File: src/rtl/ceh_defs.svh
`ifndef CEH_DEFS_SVH
`define CEH_DEFS_SVH

// clock and bit timing
`define CEH_CLK_PERIOD_NS 4
`define CEH_BIT_TIME_NS   1000
`define CEH_BIT_CYCLES    (`CEH_BIT_TIME_NS / `CEH_CLK_PERIOD_NS)

// bus levels
`define CEH_DOMINANT      1'b0
`define CEH_RECESSIVE     1'b1

// fixed sequence lengths
`define CEH_FLAG_LAST     3'h5
`define CEH_DELIM_LAST    3'h6
`define CEH_STUFF_RUN     3'h5
`define CEH_IDLE_LAST     4'ha
`define CEH_RECOVER_LAST  8'h7f

// fault confinement
`define CEH_PASSIVE_LIMIT 9'h07f
`define CEH_TX_ERR_STEP   9'h008
`define CEH_TX_OK_STEP    9'h001
`define CEH_RX_ERR_STEP   8'h01
`define CEH_RX_OK_STEP    8'h01
`define CEH_REC_MAX       8'hff

// crc
`define CEH_CRC_POLY      15'h4599
`define CEH_CRC_LAST      4'he

`endif

File: src/rtl/ceh_pkg.sv
package ceh_pkg;

	typedef enum logic [2:0] {
		F_IDLE,
		F_STUFFED,
		F_CRC,
		F_CRCDEL,
		F_ACK,
		F_ACKDEL,
		F_EOF
	} ceh_field_type;

	typedef enum logic [1:0] {
		ERR_ACTIVE,
		ERR_PASSIVE,
		BUS_OFF
	} ceh_node_type;

	typedef enum logic [1:0] {
		SIG_IDLE,
		SIG_FLAG,
		SIG_WAIT,
		SIG_DELIM
	} ceh_sig_type;

endpackage : ceh_pkg

File: src/rtl/ceh_crc15.sv
`timescale 1ns/10ps
`default_nettype none
`include "ceh_defs.svh"

module ceh_crc15 (
	input  wire logic        ref_clk,
	input  wire logic        reset_n,
	input  wire logic        clear,
	input  wire logic        shift,
	input  wire logic        din,
	output var  logic [14:0] crc
);

	always_ff @(posedge ref_clk or negedge reset_n) begin
		if (!reset_n) begin
			crc <= 15'h0000;
		end else if (clear) begin
			crc <= 15'h0000;
		end else if (shift) begin
			crc <= {crc[13:0], 1'b0} ^ ((din ^ crc[14]) ? `CEH_CRC_POLY : 15'h0000);
		end
	end

endmodule : ceh_crc15

`default_nettype wire

File: src/rtl/ceh_core.sv
`timescale 1ns/10ps
`default_nettype none
`include "ceh_defs.svh"

module ceh_core
	import ceh_pkg::*;
(
	input  wire logic          ref_clk,
	input  wire logic          reset_n,
	input  wire logic          canRx,
	output var  logic          canTx,
	input  wire logic          txMode,
	input  wire ceh_field_type fieldIn,
	input  wire logic          txData,
	input  wire logic          ackEn,
	output var  logic          bitStep,
	output var  logic          rxValid,
	output var  logic          rxBit,
	output var  logic          errPulse,
	output var  logic          txOk,
	output var  logic          rxOk,
	output var  logic          busReady,
	output var  ceh_node_type  nodeState,
	output var  logic [8:0]    txErrCount,
	output var  logic [7:0]    rxErrCount
);

	logic          rxMeta_q;
	logic          rxSync_q;
	logic [7:0]    divCnt_q;
	logic          tick_q;
	ceh_field_type curField_q;
	logic          curStuff_q;
	logic          curDrive_q;
	logic [2:0]    runCnt_q;
	logic          runLast_q;
	logic [3:0]    crcIdx_q;
	ceh_sig_type   sigState_q;
	logic [2:0]    sigCnt_q;
	logic          flagDom_q;
	ceh_node_type  node_q;
	logic [8:0]    tec_q;
	logic [7:0]    rec_q;
	logic [3:0]    idleRun_q;
	logic [7:0]    recoverCnt_q;
	logic          canTx_q;
	logic          bitStep_q;
	logic          rxValid_q;
	logic          rxBit_q;
	logic          errPulse_q;
	logic          txOk_q;
	logic          rxOk_q;
	logic          busReady_q;
	logic [14:0]   txCrc;
	logic [14:0]   rxCrc;
	logic [2:0]    runNext;
	logic          normalTick;
	logic          bitErr;
	logic          stuffErr;
	logic          crcErr;
	logic          formErr;
	logic          ackErr;
	logic          errNow;
	logic          nextStuff;
	logic          driveBit;
	logic          frameEnd;
	logic          recoverDone;
	logic [3:0]    crcPos;

	function automatic logic isStuffed(input ceh_field_type f);
		return (f == F_STUFFED) || (f == F_CRC);
	endfunction : isStuffed

	// pin synchroniser and bit-rate divider
	always_ff @(posedge ref_clk or negedge reset_n) begin
		if (!reset_n) begin
			rxMeta_q <= `CEH_RECESSIVE;
			rxSync_q <= `CEH_RECESSIVE;
		end else begin
			rxMeta_q <= canRx;
			rxSync_q <= rxMeta_q;
		end
	end

	always_ff @(posedge ref_clk or negedge reset_n) begin
		if (!reset_n) begin
			divCnt_q <= 8'h00;
			tick_q   <= 1'b0;
		end else begin
			tick_q <= (divCnt_q == 8'(`CEH_BIT_CYCLES - 1));
			if (divCnt_q == 8'(`CEH_BIT_CYCLES - 1)) begin
				divCnt_q <= 8'h00;
			end else begin
				divCnt_q <= divCnt_q + 8'h01;
			end
		end
	end

	ceh_crc15 u_tx_crc (
		.ref_clk (ref_clk),
		.reset_n (reset_n),
		.clear   (tick_q && (fieldIn == F_IDLE)),
		.shift   (normalTick && !errNow && !nextStuff && fieldIn == F_STUFFED),
		.din     (txData),
		.crc     (txCrc)
	);

	ceh_crc15 u_rx_crc (
		.ref_clk (ref_clk),
		.reset_n (reset_n),
		.clear   (tick_q && (curField_q == F_IDLE)),
		.shift   (normalTick && !curStuff_q && isStuffed(curField_q)),
		.din     (rxSync_q),
		.crc     (rxCrc)
	);

	// error detection on the sampled bit
	always_comb begin
		normalTick = tick_q && (sigState_q == SIG_IDLE) && (node_q != BUS_OFF);
		runNext = 3'h1;
		if (runCnt_q != 3'h0 && rxSync_q == runLast_q) begin
			runNext = runCnt_q + 3'h1;
		end
		bitErr   = txMode && (rxSync_q != curDrive_q) && (curField_q != F_ACK);
		stuffErr = curStuff_q && (rxSync_q == runLast_q);
		crcErr   = !txMode && (curField_q == F_CRCDEL) && (rxCrc != 15'h0000);
		formErr  = ((curField_q == F_CRCDEL) || (curField_q == F_ACKDEL) ||
			(curField_q == F_EOF)) && (rxSync_q == `CEH_DOMINANT);
		ackErr   = txMode && (curField_q == F_ACK) && (rxSync_q == `CEH_RECESSIVE);
		errNow   = normalTick && (curField_q != F_IDLE) &&
			(bitErr || stuffErr || crcErr || formErr || ackErr);
		nextStuff = isStuffed(fieldIn) && isStuffed(curField_q) &&
			(runNext == `CEH_STUFF_RUN);
		frameEnd = normalTick && !errNow && (curField_q == F_EOF) && (fieldIn != F_EOF);
		recoverDone = tick_q && (node_q == BUS_OFF) && (rxSync_q == `CEH_RECESSIVE) &&
			(idleRun_q == `CEH_IDLE_LAST) && (recoverCnt_q == `CEH_RECOVER_LAST);
		crcPos = `CEH_CRC_LAST - crcIdx_q;
		unique case (fieldIn)
			F_STUFFED: driveBit = txMode ? txData : `CEH_RECESSIVE;
			F_CRC:     driveBit = txMode ? txCrc[crcPos] : `CEH_RECESSIVE;
			F_ACK:     driveBit = (!txMode && ackEn) ? `CEH_DOMINANT : `CEH_RECESSIVE;
			F_IDLE, F_CRCDEL, F_ACKDEL, F_EOF: driveBit = `CEH_RECESSIVE;
			default:   driveBit = `CEH_RECESSIVE;
		endcase
	end

	// error flag, wait for recessive, delimiter
	always_ff @(posedge ref_clk or negedge reset_n) begin
		if (!reset_n) begin
			sigState_q <= SIG_IDLE;
			sigCnt_q   <= 3'h0;
			flagDom_q  <= 1'b0;
		end else if (tick_q && node_q == BUS_OFF) begin
			sigState_q <= SIG_IDLE;
			sigCnt_q   <= 3'h0;
		end else if (tick_q) begin
			unique case (sigState_q)
				SIG_IDLE: begin
					if (errNow) begin
						sigState_q <= SIG_FLAG;
						sigCnt_q   <= 3'h0;
						flagDom_q  <= (node_q == ERR_ACTIVE);
					end
				end
				SIG_FLAG: begin
					if (sigCnt_q == `CEH_FLAG_LAST) begin
						sigState_q <= SIG_WAIT;
					end
					sigCnt_q <= sigCnt_q + 3'h1;
				end
				SIG_WAIT: begin
					if (rxSync_q == `CEH_RECESSIVE) begin
						sigState_q <= SIG_DELIM;
						sigCnt_q   <= 3'h0;
					end
				end
				SIG_DELIM: begin
					if (sigCnt_q == `CEH_DELIM_LAST) begin
						sigState_q <= SIG_IDLE;
					end
					sigCnt_q <= sigCnt_q + 3'h1;
				end
			endcase
		end
	end

	// bus driver
	always_ff @(posedge ref_clk or negedge reset_n) begin
		if (!reset_n) begin
			canTx_q <= `CEH_RECESSIVE;
		end else if (tick_q) begin
			if (node_q == BUS_OFF) begin
				canTx_q <= `CEH_RECESSIVE;
			end else if (errNow) begin
				canTx_q <= (node_q == ERR_ACTIVE) ? `CEH_DOMINANT : `CEH_RECESSIVE;
			end else if (sigState_q == SIG_FLAG && sigCnt_q != `CEH_FLAG_LAST) begin
				canTx_q <= flagDom_q ? `CEH_DOMINANT : `CEH_RECESSIVE;
			end else if (sigState_q != SIG_IDLE) begin
				canTx_q <= `CEH_RECESSIVE;
			end else if (nextStuff && txMode) begin
				canTx_q <= ~rxSync_q;
			end else begin
				canTx_q <= driveBit;
			end
		end
	end

	// bit position tracking and destuffing
	always_ff @(posedge ref_clk or negedge reset_n) begin
		if (!reset_n) begin
			curField_q <= F_IDLE;
			curStuff_q <= 1'b0;
			curDrive_q <= `CEH_RECESSIVE;
			runCnt_q   <= 3'h0;
			runLast_q  <= `CEH_RECESSIVE;
			crcIdx_q   <= 4'h0;
			bitStep_q  <= 1'b0;
			rxValid_q  <= 1'b0;
			rxBit_q    <= `CEH_RECESSIVE;
		end else begin
			bitStep_q <= 1'b0;
			rxValid_q <= 1'b0;
			if (tick_q && (!normalTick || errNow)) begin
				curField_q <= F_IDLE;
				curStuff_q <= 1'b0;
				curDrive_q <= `CEH_RECESSIVE;
				runCnt_q   <= 3'h0;
				crcIdx_q   <= 4'h0;
			end else if (normalTick) begin
				curField_q <= fieldIn;
				curStuff_q <= nextStuff;
				curDrive_q <= nextStuff ? ~rxSync_q : driveBit;
				runCnt_q   <= isStuffed(curField_q) ? runNext : 3'h0;
				runLast_q  <= rxSync_q;
				bitStep_q  <= !nextStuff && (fieldIn != F_IDLE);
				rxValid_q  <= !curStuff_q && (curField_q != F_IDLE);
				rxBit_q    <= rxSync_q;
				if (fieldIn != F_CRC) begin
					crcIdx_q <= 4'h0;
				end else if (!nextStuff) begin
					crcIdx_q <= crcIdx_q + 4'h1;
				end
			end
		end
	end

	// error counters
	always_ff @(posedge ref_clk or negedge reset_n) begin
		if (!reset_n) begin
			tec_q <= 9'h000;
			rec_q <= 8'h00;
		end else if (recoverDone) begin
			tec_q <= 9'h000;
			rec_q <= 8'h00;
		end else begin
			if (errNow && txMode) begin
				tec_q <= tec_q + `CEH_TX_ERR_STEP;
			end else if (frameEnd && txMode && tec_q != 9'h000) begin
				tec_q <= tec_q - `CEH_TX_OK_STEP;
			end
			if (errNow && !txMode && rec_q != `CEH_REC_MAX) begin
				rec_q <= rec_q + `CEH_RX_ERR_STEP;
			end else if (frameEnd && !txMode && rec_q != 8'h00) begin
				rec_q <= rec_q - `CEH_RX_OK_STEP;
			end
		end
	end

	// node error state
	always_ff @(posedge ref_clk or negedge reset_n) begin
		if (!reset_n) begin
			node_q <= ERR_ACTIVE;
		end else if (node_q == BUS_OFF) begin
			if (recoverDone) begin
				node_q <= ERR_ACTIVE;
			end
		end else if (tec_q[8]) begin
			node_q <= BUS_OFF;
		end else if (tec_q >= `CEH_PASSIVE_LIMIT || {1'b0, rec_q} >= `CEH_PASSIVE_LIMIT) begin
			node_q <= ERR_PASSIVE;
		end else begin
			node_q <= ERR_ACTIVE;
		end
	end

	// bus-off recovery: runs of eleven recessive bits
	always_ff @(posedge ref_clk or negedge reset_n) begin
		if (!reset_n) begin
			idleRun_q    <= 4'h0;
			recoverCnt_q <= 8'h00;
		end else if (node_q != BUS_OFF) begin
			idleRun_q    <= 4'h0;
			recoverCnt_q <= 8'h00;
		end else if (tick_q) begin
			if (rxSync_q != `CEH_RECESSIVE) begin
				idleRun_q <= 4'h0;
			end else if (idleRun_q == `CEH_IDLE_LAST) begin
				idleRun_q    <= 4'h0;
				recoverCnt_q <= recoverCnt_q + 8'h01;
			end else begin
				idleRun_q <= idleRun_q + 4'h1;
			end
		end
	end

	// status pulses and bus-ready level
	always_ff @(posedge ref_clk or negedge reset_n) begin
		if (!reset_n) begin
			errPulse_q <= 1'b0;
			txOk_q     <= 1'b0;
			rxOk_q     <= 1'b0;
			busReady_q <= 1'b0;
		end else begin
			errPulse_q <= errNow;
			txOk_q     <= frameEnd && txMode;
			rxOk_q     <= frameEnd && !txMode;
			busReady_q <= (sigState_q == SIG_IDLE) && (node_q != BUS_OFF) && !errNow;
		end
	end

	assign canTx      = canTx_q;
	assign bitStep    = bitStep_q;
	assign rxValid    = rxValid_q;
	assign rxBit      = rxBit_q;
	assign errPulse   = errPulse_q;
	assign txOk       = txOk_q;
	assign rxOk       = rxOk_q;
	assign busReady   = busReady_q;
	assign nodeState  = node_q;
	assign txErrCount = tec_q;
	assign rxErrCount = rec_q;
endmodule : ceh_core

`default_nettype wire

File: config.mk
export PLATFORM = sky130hd
export DESIGN_NAME = ceh_core
export DESIGN_NICKNAME = d
export VERILOG_FILES = /design/src/rtl/ceh_pkg.sv /design/src/rtl/ceh_crc15.sv /design/src/rtl/ceh_core.sv
export VERILOG_INCLUDE_DIRS = /design/src /design/src/rtl
export SDC_FILE = /design/constraint.sdc
export NUM_CORES = 1
export LEC_CHECK = 0
export BUFFER_PORTS_ARGS = -buffer_cell sky130_fd_sc_hd__buf_2
export CAP_MARGIN = 20
export CORE_MARGIN = 1.5
export CORE_UTILIZATION = 55
export DETAILED_ROUTE_END_ITERATION = 10
export HOLD_SLACK_MARGIN = 0.15
export PLACE_DENSITY = 0.72
export SYNTH_ARGS = -nofsm -noshare
export SYNTH_HDL_FRONTEND = slang
export SYNTH_SLANG_ARGS = --single-unit
File: constraint.sdc
create_clock -name ref_clk -period 3.6 [get_ports ref_clk]
set_input_delay 0.36 -clock ref_clk [delete_from_list [all_inputs] [get_ports ref_clk]]
set_output_delay 0.36 -clock ref_clk [all_outputs]
set_load 0.02 [all_outputs]
=== After elaboration in Yosys (flattened, before gate mapping) ===
Index checks and enable logic that the tools add are counted.

* Logic and storage cells: 235
* Output and inout bits: 27
* Register bits: 98

* Add/sub/neg operators: 11
* Mux-type cells: 69
* Bitwise logic cells: 7
* Equal/unequal tests: 33
* Reduce and logical (&&, ||, !) cells: 85
* $lt $le $gt $ge: 3

{| class="wikitable"
|+ Operator list
! kind !! count
|-
| $mux 15 || 6
|-
| $mux 8 || 8
|-
| $logic_and 1x1->1 || 43
|-
| $mux 4 || 8
|-
| $mux 3 || 10
|-
| $xor 15x15->15 || 2
|-
| $mux 9 || 3
|-
| $add 8x1->8 const B || 3
|-
| $eq 3x3->1 const B || 7
|-
| $mux 1 || 21
|-
| $ne 3x3->1 const B || 7
|-
| $mux 2 || 9
|-
| $reduce_bool 2->1 || 8
|-
| $reduce_bool 15->1 || 1
|-
| $reduce_bool 3->1 || 5
|-
| $logic_or 1x1->1 || 10
|-
| $add 9x4->9 const B || 1
|-
| $eq 3x2->1 const B || 3
|-
| $ge 9x7->1 const B || 1
|-
| $pmux 3 s3 || 1
|-
| $reduce_bool 9->1 || 1
|-
| $sub 9x1->9 const B || 1
|-
| $add 4x1->4 const B || 2
|-
| $eq 8x7->1 const B || 1
|-
| other kinds (30) || 46
|}

=== Logic depth before layout (Yosys ltp) ===
Gate-level depths: netlist of run 1.

* Word-level depth: 17
* Depth in mapped cells: 14
* Mapped depth without buffers: 14

=== Cells and area by module ===
A second synthesis of run 1 with hierarchy kept.

* Cell total of the unflattened synthesis: 581
* Area total of the unflattened synthesis: 5,676.7 sq um

{| class="wikitable"
|+ By module, submodules not included
! module !! instances !! sequential area each (sq um) !! area an instance (sq um) !! cells each
|-
| ceh_core || 1 || 1,707.9 || 4,225.3 || 441
|-
| ceh_crc15 || 2 || 375.4 || 725.7 || 70
|}

=== Worst setup path before layout of run 1 ===
Ideal clock, no wire load.

* Path type: flip-flop to flip-flop
* Start: register curField_q[1]
* End: register rec_q[7], in the netlist rxErrCount[7]
* Path slack: 0.560 ns
* Path buffers: 1
* Clock period less this slack: 3.040 ns
* Data arrival time: 2.908 ns
* Cell stages (with the launch flop): 12
* Cells stage by stage: dfrtp_1 -> buf_2 -> xor2_1 -> a2111oi_4 -> or2_2 -> a2111o_1 -> ha_1 -> a21oi_1 -> o211ai_1 -> o41ai_1 -> nand2b_1 -> a32oi_1

* Word-level cells in the longest chain between the ends: 14
* Elaborated cells on any way between the ends: 31
* Those cells by class: 5 x eq/ne; 2 x mux; 24 x reduce/logical

{| class="wikitable"
|+ RTL lines
! what !! line !! text
|-
| start, declared || ceh_core.sv:32 || <nowiki>ceh_field_type curField_q;</nowiki>
|-
| start signal, assigned || ceh_core.sv:230 || <nowiki>curField_q <= fieldIn;</nowiki>
|-
| $ne 3x3->1, or another cell as far along || ceh_core.sv:124 || <nowiki>bitErr = txMode && (rxSync_q != curDrive_q) && (curField_q != F_ACK);</nowiki>
|-
| $logic_and 1x1->1, or another cell as far along || ceh_core.sv:124 ||
|-
| $logic_or 1x1->1, or another cell as far along || ceh_core.sv:131 || <nowiki>(bitErr || stuffErr || crcErr || formErr || ackErr);</nowiki>
|-
| $logic_or 1x1->1 or $logic_and 1x1->1 (tied branches) || ceh_core.sv:131, ceh_core.sv:127 ||
|-
| $logic_or 1x1->1 (2 in series) || ceh_core.sv:131 ||
|-
| $logic_and 1x1->1 || ceh_core.sv:130 || <nowiki>errNow = normalTick && (curField_q != F_IDLE) &&</nowiki>
|-
| $logic_not 1->1 || ceh_core.sv:134 || <nowiki>frameEnd = normalTick && !errNow && (curField_q == F_EOF) && (fieldIn != F_EOF);</nowiki>
|-
| $logic_and 1x1->1 (3 in series) || ceh_core.sv:134 ||
|-
| $logic_and 1x1->1 (2 in series) || ceh_core.sv:263 || <nowiki>end else if (frameEnd && !txMode && rec_q != 8'h00) begin</nowiki>
|-
| $reduce_bool 3->1 (no source line) || -- ||
|-
| end signal, assigned || ceh_core.sv:262 || <nowiki>rec_q <= rec_q + `CEH_RX_ERR_STEP;</nowiki>
|-
| end signal, assigned || ceh_core.sv:264 || <nowiki>rec_q <= rec_q - `CEH_RX_OK_STEP;</nowiki>
|-
| end, declared || ceh_core.sv:43 || <nowiki>logic [7:0] rec_q;</nowiki>
|}

Several ways; a longest one is shown, not always the timed one.
A chain may end at the register's enable or synchronous reset.

=== Worst setup path in the final report of run 1 ===
Same ends and word-level chain as after synthesis.

==> results by group, run 1 <==
Critical path
  • Worst Path Required: between 3 and 4 ns
  • Crit. End Element: flip-flop
  • Crit-path slowest cell: dfrtp_1
  • Critical Path AT: ~3.6 ns
  • Critical path class: reg2reg
  • Worst path bufs/invs: 0
  • Critical Path Max Stage Delay: 0.53 ns
  • CP Launch Type: flip-flop
  • Critical-path cell list: xor2_1 > a2111oi_4 > or2_2 > a2111o_1 > ha_1 > a21oi_1 > o211ai_1 > o41ai_2 > nand2_1 > a32oi_1
  • Crit-path leading delay family: compound AO/OA/AOI/OAI gates
  • Largest fanout on the critical path: 10

Pwr
  • PwrDens: 325.6 nW/um^2
  • Design Power: ~0.0021 W
  • Leakage power: roughly 2.9 nW
  • Peak VDD IR: about 0.00024 V

Global routing
  • GRT Util Overall: 0.2469
  • Vias in the first global route: approximately 4.6k
  • Initial antenna violation count: 0
  • First-pass GRT wire length: 21770 um
  • Largest net degree at the start of global routing: between 80 and 90
  • Congestion Overflow GR: 0

Detailed routing
  • Drt initial violations: roughly 240
  • Antenna Nets Post-Route: 0
  • Detailed-route wire length per cell: 16.42 um
  • Vias per cell: roughly 6
  • Pre-Repair DR Iteration Count: 4
  • DR vias: between 4k and 5k
  • DRC: 0
  • Detailed Route WL: around 13000 um

Die
  • Die Area: ~11000 um^2
  • Core Area: around 10000 um^2
  • Die height: between 100 and 150 um
  • Row cnt: 37
  • I/O pins: 36
  • Die width: 105.3 um
  • Starting Density: 0.5629

Logic synthesis
  • Post-synthesis compound-gate area fraction: 0.1623
  • Post-Syn Area: approximately 5800 um^2
  • Ys Warns: 0
  • Sequential fraction of the synthesis area: 0.4269
  • Xor/xnor share of the synthesized area: 0.05018
  • Dominant cells by area after synthesis: dfrtp_1 (40%), ha_1 (5.9%), nand2_1 (5.9%)
  • Syn avg cell area: approximately 9.4 um^2
  • Mux cell area share after synthesis: 0.05084
  • Top cell type's share of synthesized area: 0.4041
  • Cells after Synth: 612
  • Top-count cell post-synth: dfrtp_1
  • Simple-gate share of the synthesized area: 0.2140
  • Async SR Flop Fraction: 1.000
  • Seq cells post-synth: 98
  • Synth cell types: 76
  • Top FF cell, synth: dfrtp_1
  • Synth Area in Adders: 0.06213
  • Syn nets: 649
  • Post-synth EDFFs: 0
  • Top cells by count, synth: dfrtp_1 (93), nand2_1 (90), nor2_1 (41)
  • Largest family of logic cells by synthesized area: simple AND/OR/NAND/NOR gates
  • Synth area leader: dfrtp_1

Clocking
  • Clk pin slew, worst setup/hold paths: 0.10 ns
  • Clock root cell: clkbuf_8
  • CTS tree: built
  • Clock sink count: just under 100
  • Num CTS Buffers: 9
  • Clock buffer depth: 2
  • # H-tree levels: 3
  • Post-CTS Setup Bufs: 0
  • Clock Latency Late Sink: around 0.38 ns

Outcome
  • Status: finished clean

STA
  • Fmax: ~310 MHz
  • Final Hold Fails: 0
  • Final setup TNS: 0 ns
  • Skew final: 0.01495 ns
  • Fin crit share: 0.9044
  • Post-layout minimum cycle time: between 3 and 4 ns
  • RSZ-0062 raised after global routing: no
  • Worst-Margin Slew: roughly 0.91 ns
  • Setup violations, final: 0
  • Rel. slew slack: 0.3899
  • Max-slew violation count: 0

Placed design
  • Port Buf Inserts: 35
  • Routability congestion estimate: approximately 0.85
  • Post-DP HPWL: slightly above 9000 um

Flow run
  • Max Cap Viol: 0

Cells and area
  • Multi-input combinational cell area: 3114 um^2
  • Nets: 683
  • # fillers: ~890
  • # diodes: 0
  • Synthesis-to-finish area growth: 10.47%
  • Register Area: roughly 2500 um^2
  • Fraction of layout cells with a size suffix above 1: 0.1292

Hold path
  • Min-delay worst type: in2reg
[registers in the layout (all words and copies together), names as in the netlist, 2 cells and up]
signal and count:
crcIdx_q 4, curField_q 3, divCnt_q 8, idleRun_q 4, nodeState 2, recoverCnt_q 8
runCnt_q 3, rxErrCount 8, sigCnt_q 3, sigState_q 2, txErrCount 9, u_rx_crc.crc 15
u_tx_crc.crc 15
[metal layers]
layer,up-vias,global-route usage,part of all wire
met2,88,0.3987,0.48
met1,2278,0.3236,0.45
li1,2244,-,-
met5,-,0,0
met4,0,0.1194,0.022
met3,24,0.04205,0.042
[cell type report]
| type | count | area share |
|---|---|---|
| clock buffer | 12 | 0.02124 |
| clock inverter | 3 | 0.01416 |
| inverter | 25 | 0.01475 |
| multi-input combinational | 464 | 0.4895 |
| sequential | 98 | 0.3864 |
| tap | 136 | 0.02675 |
| timing repair buffer | 48 | 0.04720 |
[layout by cell type (no fill, tap or decap), types with 15 or more instances in the layout]
cell type / instances
nand3_1: 23
xor2_1: 18
nand2_1: 90
buf_2: 34
nor2_1: 41
a21oi_1: 24
mux2i_1: 18
nor3_1: 16
dfrtp_1: 93
inv_1: 25
xnor2_1: 15
o21ai_0: 36
ha_1: 27
[cell families (layout without fill, tap and decap cells)]
family,Yosys count,count (layout)
adder cells (fa/ha/maj),28,28
XOR/XNOR,33,33
multiplexers,25,25
AO/OA/AOI/OAI,128,128
flip-flops,98,98
AND/OR/NAND/NOR,250,250
buffers and inverters,50,88
[report_power, final]
| part | switching [W] | internal, W |
|---|---|---|
| combinational | 0.0000799 | 0.0000428 |
| sequential | 0.0000108 | 0.00111 |
| clock | 0.000372 | 0.000459 |
[per-stage QoR]
step / utilization / hold WS (ns) / instances / instance area, um^2 / setup WS [ns]
after CTS: 0.6175 / 0.2032 / 784 / 6317 / 0.1749
after detailed placement: 0.5945 / 0.3489 / 768 / 6082 / 0.2148
after global routing: 0.6219 / 0.2621 / 786 / 6362 / 0.1368
final: 0.6219 / 0.2622 / 786 / 6362 / 0.3440
after global placement: 0.5945 / 0.3453 / 768 / 6082 / 0.3821
after floorplan: - / 0.06441 / 612 / 5759 / 0.5601
[repair_timing]
| item | 4_1_cts | 5_1_grt |
|---|---|---|
| hold endpoints to repair | 1 | 34 |
| endpoints found under the setup margin | 0 | 1 |
| resized for setup | 0 | 1 |
| hold buffers | 1 | 1 |
[path summary, 6_finish.rpt]
| path | start | to | slack, ns | cells after the start |
|---|---|---|---|---|
| worst max-delay path | curField_q[1] | rxErrCount[7] | 0.34 | 10 |
| worst min-delay path | txMode | rxOk | 0.26 | 2 |
| worst max register to register | curField_q[1] | rxErrCount[7] | 0.34 | 10 |
| worst min register to register | rxMeta_q | rxSync_q | 0.36 | 0 |
| max in group asynchronous | reset_n | rxMeta_q | 2.46 | 3 |
| min in group asynchronous | reset_n | idleRun_q[2] | 0.48 | 2 |
No activity file was read; power rests on OpenSTA's default activity.
==> run 2, diff against run 1 <==
Settings changed: ABC_AREA set to 1, CELL_PAD_IN_SITES_DETAIL_PLACEMENT set to 0, CELL_PAD_IN_SITES_GLOBAL_PLACEMENT set to 1, CORE_UTILIZATION 55 to 46, PLACE_DENSITY 0.72 to 0.79.
==> run 2 against run 1 <==
Global-route usage decreased by 3.9 points. Non-clock buffer count shrank 8. Combinational power is 49% lower. Via count decreased by 1.9%. Area after synthesis decreased by 1.2%. Flip-flop and latch count unchanged. Clock power rose by 6.5%. Largest cell class unchanged.
==> results by group, run 2 <==
Cells and area
  • Fraction of layout cells with a size suffix above 1: 0.1262
  • # diodes: 0
  • Nets: about 770
  • Most frequent cells in the layout: nand2_1 (147), inv_1 (99), dfrtp_1 (93), nand3_1 (59), nor2_1 (56)
  • Design Area, Final: roughly 6300 um^2
  • Final core occ: 0.5226
  • Most common cell after layout, fill and taps aside: nand2_1
  • Synthesis-to-finish area growth: 10.73%
  • Final std cells w/o fill: between 900 and 1k

Clocking
  • Clock root cell: clkbuf_16
  • # H-tree levels: 3
  • Clock sink count: 98
  • Num CTS Buffers: 9
  • CTS tree: built
  • Clock buffer depth: 2
  • Clk pin slew, worst setup/hold paths: 0.07 ns
  • Clock Latency Late Sink: between 0.3 and 0.4 ns

Logic synthesis
  • Synth area leader: dfrtp_1
  • Syn nets: 730
  • Top-count cell post-synth: nand2_1
  • Sequential fraction of the synthesis area: 0.4319
  • Syn avg cell area: approximately 8.2 um^2
  • Post-Syn Area: about 5700 um^2
  • Top cell type's share of synthesized area: 0.4088
  • Top FF cell, synth: dfrtp_1
  • Seq cells post-synth: 98
  • Async SR Flop Fraction: 1.000
  • Cells after Synth: between 600 and 700
  • Synth cell types: between 40 and 50
  • Post-synth EDFFs: 0
  • Top cells by count, synth: nand2_1 (147), inv_1 (99), dfrtp_1 (93)
  • Dominant cells by area after synthesis: dfrtp_1 (41%), nand2_1 (9.7%), inv_1 (6.5%)
  • Ys Warns: 0

Detailed routing
  • DR vias: 4544
  • DRC: 0
  • Antenna Nets Post-Route: 0
  • Vias per cell: ~5.0
  • Drt initial violations: roughly 170
  • Detailed-route wire length per cell: ~13 um
  • Pre-Repair DR Iteration Count: 6
  • Detailed Route WL: around 12000 um

STA
  • Rel. slew slack: 0.3624
  • Fmax: between 300 and 400 MHz
  • Final setup TNS: 0 ns
  • Fin crit share: 0.8292
  • Final Hold Fails: 0
  • Skew final: ~0.0062 ns
  • Worst-Margin Slew: about 0.95 ns
  • Setup violations, final: 0
  • Max-slew violation count: 0
  • Post-layout minimum cycle time: just under 3 ns
  • RSZ-0062 raised after global routing: no

Critical path
  • R2R Path End: rxErrCount[6]
  • Critical Path AT: approximately 3.2 ns
  • Crit-path leading delay family: simple AND/OR/NAND/NOR gates
  • R2r setup slk: between 0.6 and 0.7 ns
  • CP Launch Type: flip-flop
  • Reg-to-reg startpoint: rxSync_q
  • Worst path most repeated cell: nand2_1
  • Critical Path Max Stage Delay: approximately 0.67 ns
  • CP Depth: 18
  • CP Capture Point: rxErrCount[6]
  • Worst Path Required: ~3.9 ns
  • Critical path class: reg2reg
  • Crit-path slowest cell: dfstp_2
  • Critical-path cell list: nand2_1 > nand2_2 > nor2_1 > a21oi_2 > nand3_2 > nand2_4 > inv_2 > nand2_2 > inv_1 > fa_1 > o21ai_0 > nand2_1 > nand2_1 > a21oi_1 > xor2_1 > inv_1 > nand2_1 > nand2_1
  • Reg2Reg Depth: 18
  • Worst path bufs/invs: 3
  • Largest fanout on the critical path: 11
  • Critical path origin: rxSync_q
  • Crit. End Element: flip-flop

Placed design
  • Routability congestion estimate: ~0.85
  • Placed cell area: between 6000 and 7000 um^2
  • Post-DP HPWL: 8891 um
  • Dpl cells: roughly 890
  • Port Buf Inserts: 35

Pwr
  • Peak VDD IR: around 0.00021 V
  • Leakage power: between 3 and 4 nW
  • PwrDens: ~330 nW/um^2

Die
  • I/O pins: 36
  • Die height: about 110 um
  • Starting Density: 0.4720
  • Row cnt: 40
  • Die Area: roughly 13000 um^2
  • Core Area: roughly 12000 um^2
  • Die width: about 110 um

Global routing
  • Largest net degree at the start of global routing: 52
  • Initial antenna violation count: 0
  • Congestion Overflow GR: 0
  • First-pass GRT wire length: 21330 um
  • Vias in the first global route: between 4k and 5k
  • GRT Util Overall: 0.2082

Hold path
  • Min-delay worst type: in2reg

Flow run
  • Max Cap Viol: 0

Outcome
  • Status: finished clean
run 2: cells by family (layout without fill, tap and decap cells):
group | after synthesis | count (layout) | synth area share
and+or+nand+nor | 312 | 312 | 0.2558
buffers and inverters | 116 | 160 | 0.08373
AOI/OAI and AO/OA | 100 | 100 | 0.1055
DFF | 98 | 98 | 0.4319
xor gates and xnor gates | 38 | 38 | 0.05846
adders and majority gates | 28 | 28 | 0.06286
muxes | 1 | 1 | 0.001758
run 2: timing repair:
action                                 in CTS  in global routing
hold buffers                                2                  0
resized for setup                           0                  0
setup buffers                               0                  0
endpoints found under the hold margin      50                  0
run 2: how the worst min path moves through the flow:
stage               startpoint       endpoint  slack, ns  depth (start not counted)
finish              fieldIn[0]  curField_q[0]       0.35                          3
CTS                 fieldIn[0]  curField_q[0]       0.34                          3
detailed placement    rxMeta_q       rxSync_q       0.35                          0
global route        fieldIn[0]  curField_q[0]       0.34                          3
floorplan              reset_n        bitStep       0.06                          0
global placement      rxMeta_q       rxSync_q       0.35                          0
run 2: routing by layer:
metal | up-vias | routed length, um | part of all wire | GRT usage
met5 | - | 0 | 0 | 0
met4 | 0 | 239 | 0.020 | 0.08333
met3 | 15 | 351 | 0.029 | 0.03653
met2 | 64 | 5421 | 0.45 | 0.3277
met1 | 2127 | 6025 | 0.50 | 0.2863
li1 | 2338 | - | - | -
run 2: cell type report:
cell class              count  area [um^2]
well taps                 168        210.2
clock inverters             5        31.28
flip-flops and latches     98         2459
fillers                  1178         5758
repair buffers             40        220.2
clock buffers              11        232.7
multi-input cells         479         2758
inverters                 104        392.9
run 2: stage by stage:
stage / setup WS, ns / hold slack (ns) / total power (W)
2_1_floorplan: 0.9487 / 0.06441 / 0.001153
3_3_place_gp: 0.7557 / 0.3476 / 0.001188
3_5_place_dp: 0.6391 / 0.3498 / 0.001190
4_1_cts: 0.6144 / 0.3372 / 0.002088
5_1_grt: 0.2538 / 0.3419 / 0.002137
6_report: 0.6151 / 0.3455 / 0.002053
run 2: report_power, final:
group          switching, W  internal [W]
Combinational     0.0000470     0.0000159
Sequential       0.00000229       0.00110
Clock              0.000418      0.000467
Total              0.000467       0.00159
run 2: worst register-to-register path, cell delays in order (launching register included):
cell and delay (ns):
dfstp_2 0.67, nand2_1 0.10, nand2_2 0.08, nor2_1 0.05, a21oi_2 0.11, nand3_2 0.11
nand2_4 0.12, inv_2 0.08, nand2_2 0.22, inv_1 0.09, fa_1 0.40, o21ai_0 0.32
nand2_1 0.09, nand2_1 0.07, a21oi_1 0.07, xor2_1 0.13, inv_1 0.05, nand2_1 0.06
nand2_1 0.05
==> run 3, diff against run 2 <==
Clock period 3.6 ns to 3.1 ns, I/O delays scaled along.
==> run 3 against run 2 <==
Total power rose by 20%. Core utilization rose by 0.29 points. Global-route usage fell by 0.39 points.
==> results by group, run 3 (synthesis results as in run 2) <==
Outcome
  • Status: finished clean

Global routing
  • Largest net degree at the start of global routing: 60
  • Initial antenna violation count: 0
  • Congestion Overflow GR: 0
  • Vias in the first global route: 4326
  • GRT Util Overall: 0.2043
  • First-pass GRT wire length: about 21000 um

Detailed routing
  • Vias per cell: ~5.0
  • DRC: 0
  • DR vias: between 4k and 5k
  • Detailed-route wire length per cell: around 13 um
  • Drt initial violations: approximately 230
  • Detailed Route WL: 12190 um
  • Pre-Repair DR Iteration Count: 5
  • Antenna Nets Post-Route: 0

STA
  • Setup violations, final: 0
  • Worst-Margin Slew: between 0.9 and 1 ns
  • Final Hold Fails: 0
  • RSZ-0062 raised after global routing: no
  • Max-slew violation count: 0
  • Rel. slew slack: 0.3884
  • Skew final: around 0.0077 ns
  • Final setup TNS: 0 ns
  • Post-layout minimum cycle time: 2.810 ns
  • Fin crit share: 0.9064
  • Fmax: between 300 and 400 MHz

Critical path
  • Worst Path Required: roughly 3.4 ns
  • Largest fanout on the critical path: 10
  • Critical Path AT: between 3 and 4 ns
  • Worst path bufs/invs: 3
  • Crit. End Element: flip-flop
  • Crit-path slowest cell: dfstp_2
  • Worst path most repeated cell: nand2_1
  • Critical-path cell list: nand2_1 > nand2_2 > nor2_1 > a21oi_2 > nand3_2 > nand2_4 > inv_2 > nand2_2 > inv_1 > fa_1 > o21ai_0 > nand2_1 > nand2_1 > a21oi_1 > xor2_1 > inv_1 > nand2_1 > nand2_1
  • R2r setup slk: ~0.29 ns
  • Crit-path leading delay family: simple AND/OR/NAND/NOR gates
  • Critical path class: reg2reg
  • CP Launch Type: flip-flop
  • Critical Path Max Stage Delay: 0.68 ns

Pwr
  • Leakage power: approximately 3.3 nW
  • Peak VDD IR: 0.0002050 V
  • PwrDens: 387.1 nW/um^2

Placed design
  • Routability congestion estimate: between 0.8 and 0.9
  • Placed cell area: between 6000 and 7000 um^2
  • Post-DP HPWL: 8894 um
  • Port Buf Inserts: 35

Cells and area
  • Design Area, Final: ~6300 um^2
  • # diodes: 0
  • Final core occ: 0.5255
  • Most common cell after layout, fill and taps aside: nand2_1
  • Synthesis-to-finish area growth: 11.34%
  • Most frequent cells in the layout: nand2_1 (147), inv_1 (99), dfrtp_1 (93), nand3_1 (59), nor2_1 (56)
  • Fraction of layout cells with a size suffix above 1: 0.1289
  • Nets: 769

Flow run
  • Max Cap Viol: 0

Die
  • Die width: about 110 um
  • Core Area: ~12000 um^2
  • Die height: about 110 um
  • Die Area: between 10000 and 15000 um^2
  • Row cnt: 40
  • I/O pins: 36
  • Starting Density: 0.4720

Clocking
  • CTS tree: built
  • Clk pin slew, worst setup/hold paths: 0.07 ns
  • Clock buffer depth: 2
  • Clock Latency Late Sink: about 0.36 ns
  • Num CTS Buffers: 9
  • Post-CTS Setup Bufs: 0
  • Clock root cell: clkbuf_16
  • Clock sink count: just under 100
  • # H-tree levels: 3

Hold path
  • Min-delay worst type: in2reg
-- run 3: area by class of cell --
type,instances,area [um^2]
clock inverter,6,47.55
timing repair buffer,40,232.7
tap,168,210.2
inverter,104,392.9
clock buffer,10,239.0
sequential,98,2459
multi-input combinational,479,2758
fill,1135,5723
-- run 3: final timing paths --
path,startpoint,endpoint,depth (start not counted)
hold reg to reg,rxMeta_q,rxSync_q,0
min in group asynchronous,reset_n,u_tx_crc.crc[0],2
setup reg to reg,rxSync_q,rxErrCount[6],18
setup / recovery,rxSync_q,rxErrCount[6],18
hold / removal,fieldIn[0],curField_q[0],3
max in group asynchronous,reset_n,rxMeta_q,3
-- run 3: routing by layer --
metal	track usage	vias up	wire, um
met3	0.03494	16	354
met1	0.2884	2159	6130
met2	0.3141	51	5472
li1	-	2322	-
met4	0.08167	0	233
met5	0	-	0
-- run 3: worst register-to-register path: cells and delay by family (launching register included) --
family,cells,cell delay [ns]
buffers and inverters,3,0.20
flip-flops,1,0.68
adder cells (fa/ha/maj),1,0.40
AO/OA/AOI/OAI,3,0.48
XOR/XNOR,1,0.12
AND/OR/NAND/NOR,10,0.87
-- run 3: timing repair --
action / in CTS / in global routing
resized for setup: 0 / 0
hold buffers: 2 / 0
hold endpoints to repair: 37 / 0
-- run 3: report_power, final --
group / switching, W / internal [W]
registers: 0.00000279 / 0.00128
logic: 0.0000538 / 0.0000194
clock network: 0.000524 / 0.000574
-- run 3: metrics by stage --
| stage | worst slack, ns | instances | hold WS (ns) | total power, W |
|---|---|---|---|---|
| final | 0.2903 | 905 | 0.2935 | 0.002454 |
| after global routing | 0.02344 | 905 | 0.3179 | 0.002546 |
| after CTS | 0.2894 | 905 | 0.2755 | 0.002486 |
| after detailed placement | 0.2866 | 887 | 0.3295 | 0.001382 |
| after global placement | 0.3810 | 887 | 0.3215 | 0.001381 |
| after floorplan | 0.4487 | 693 | 0.01441 | 0.001339 |
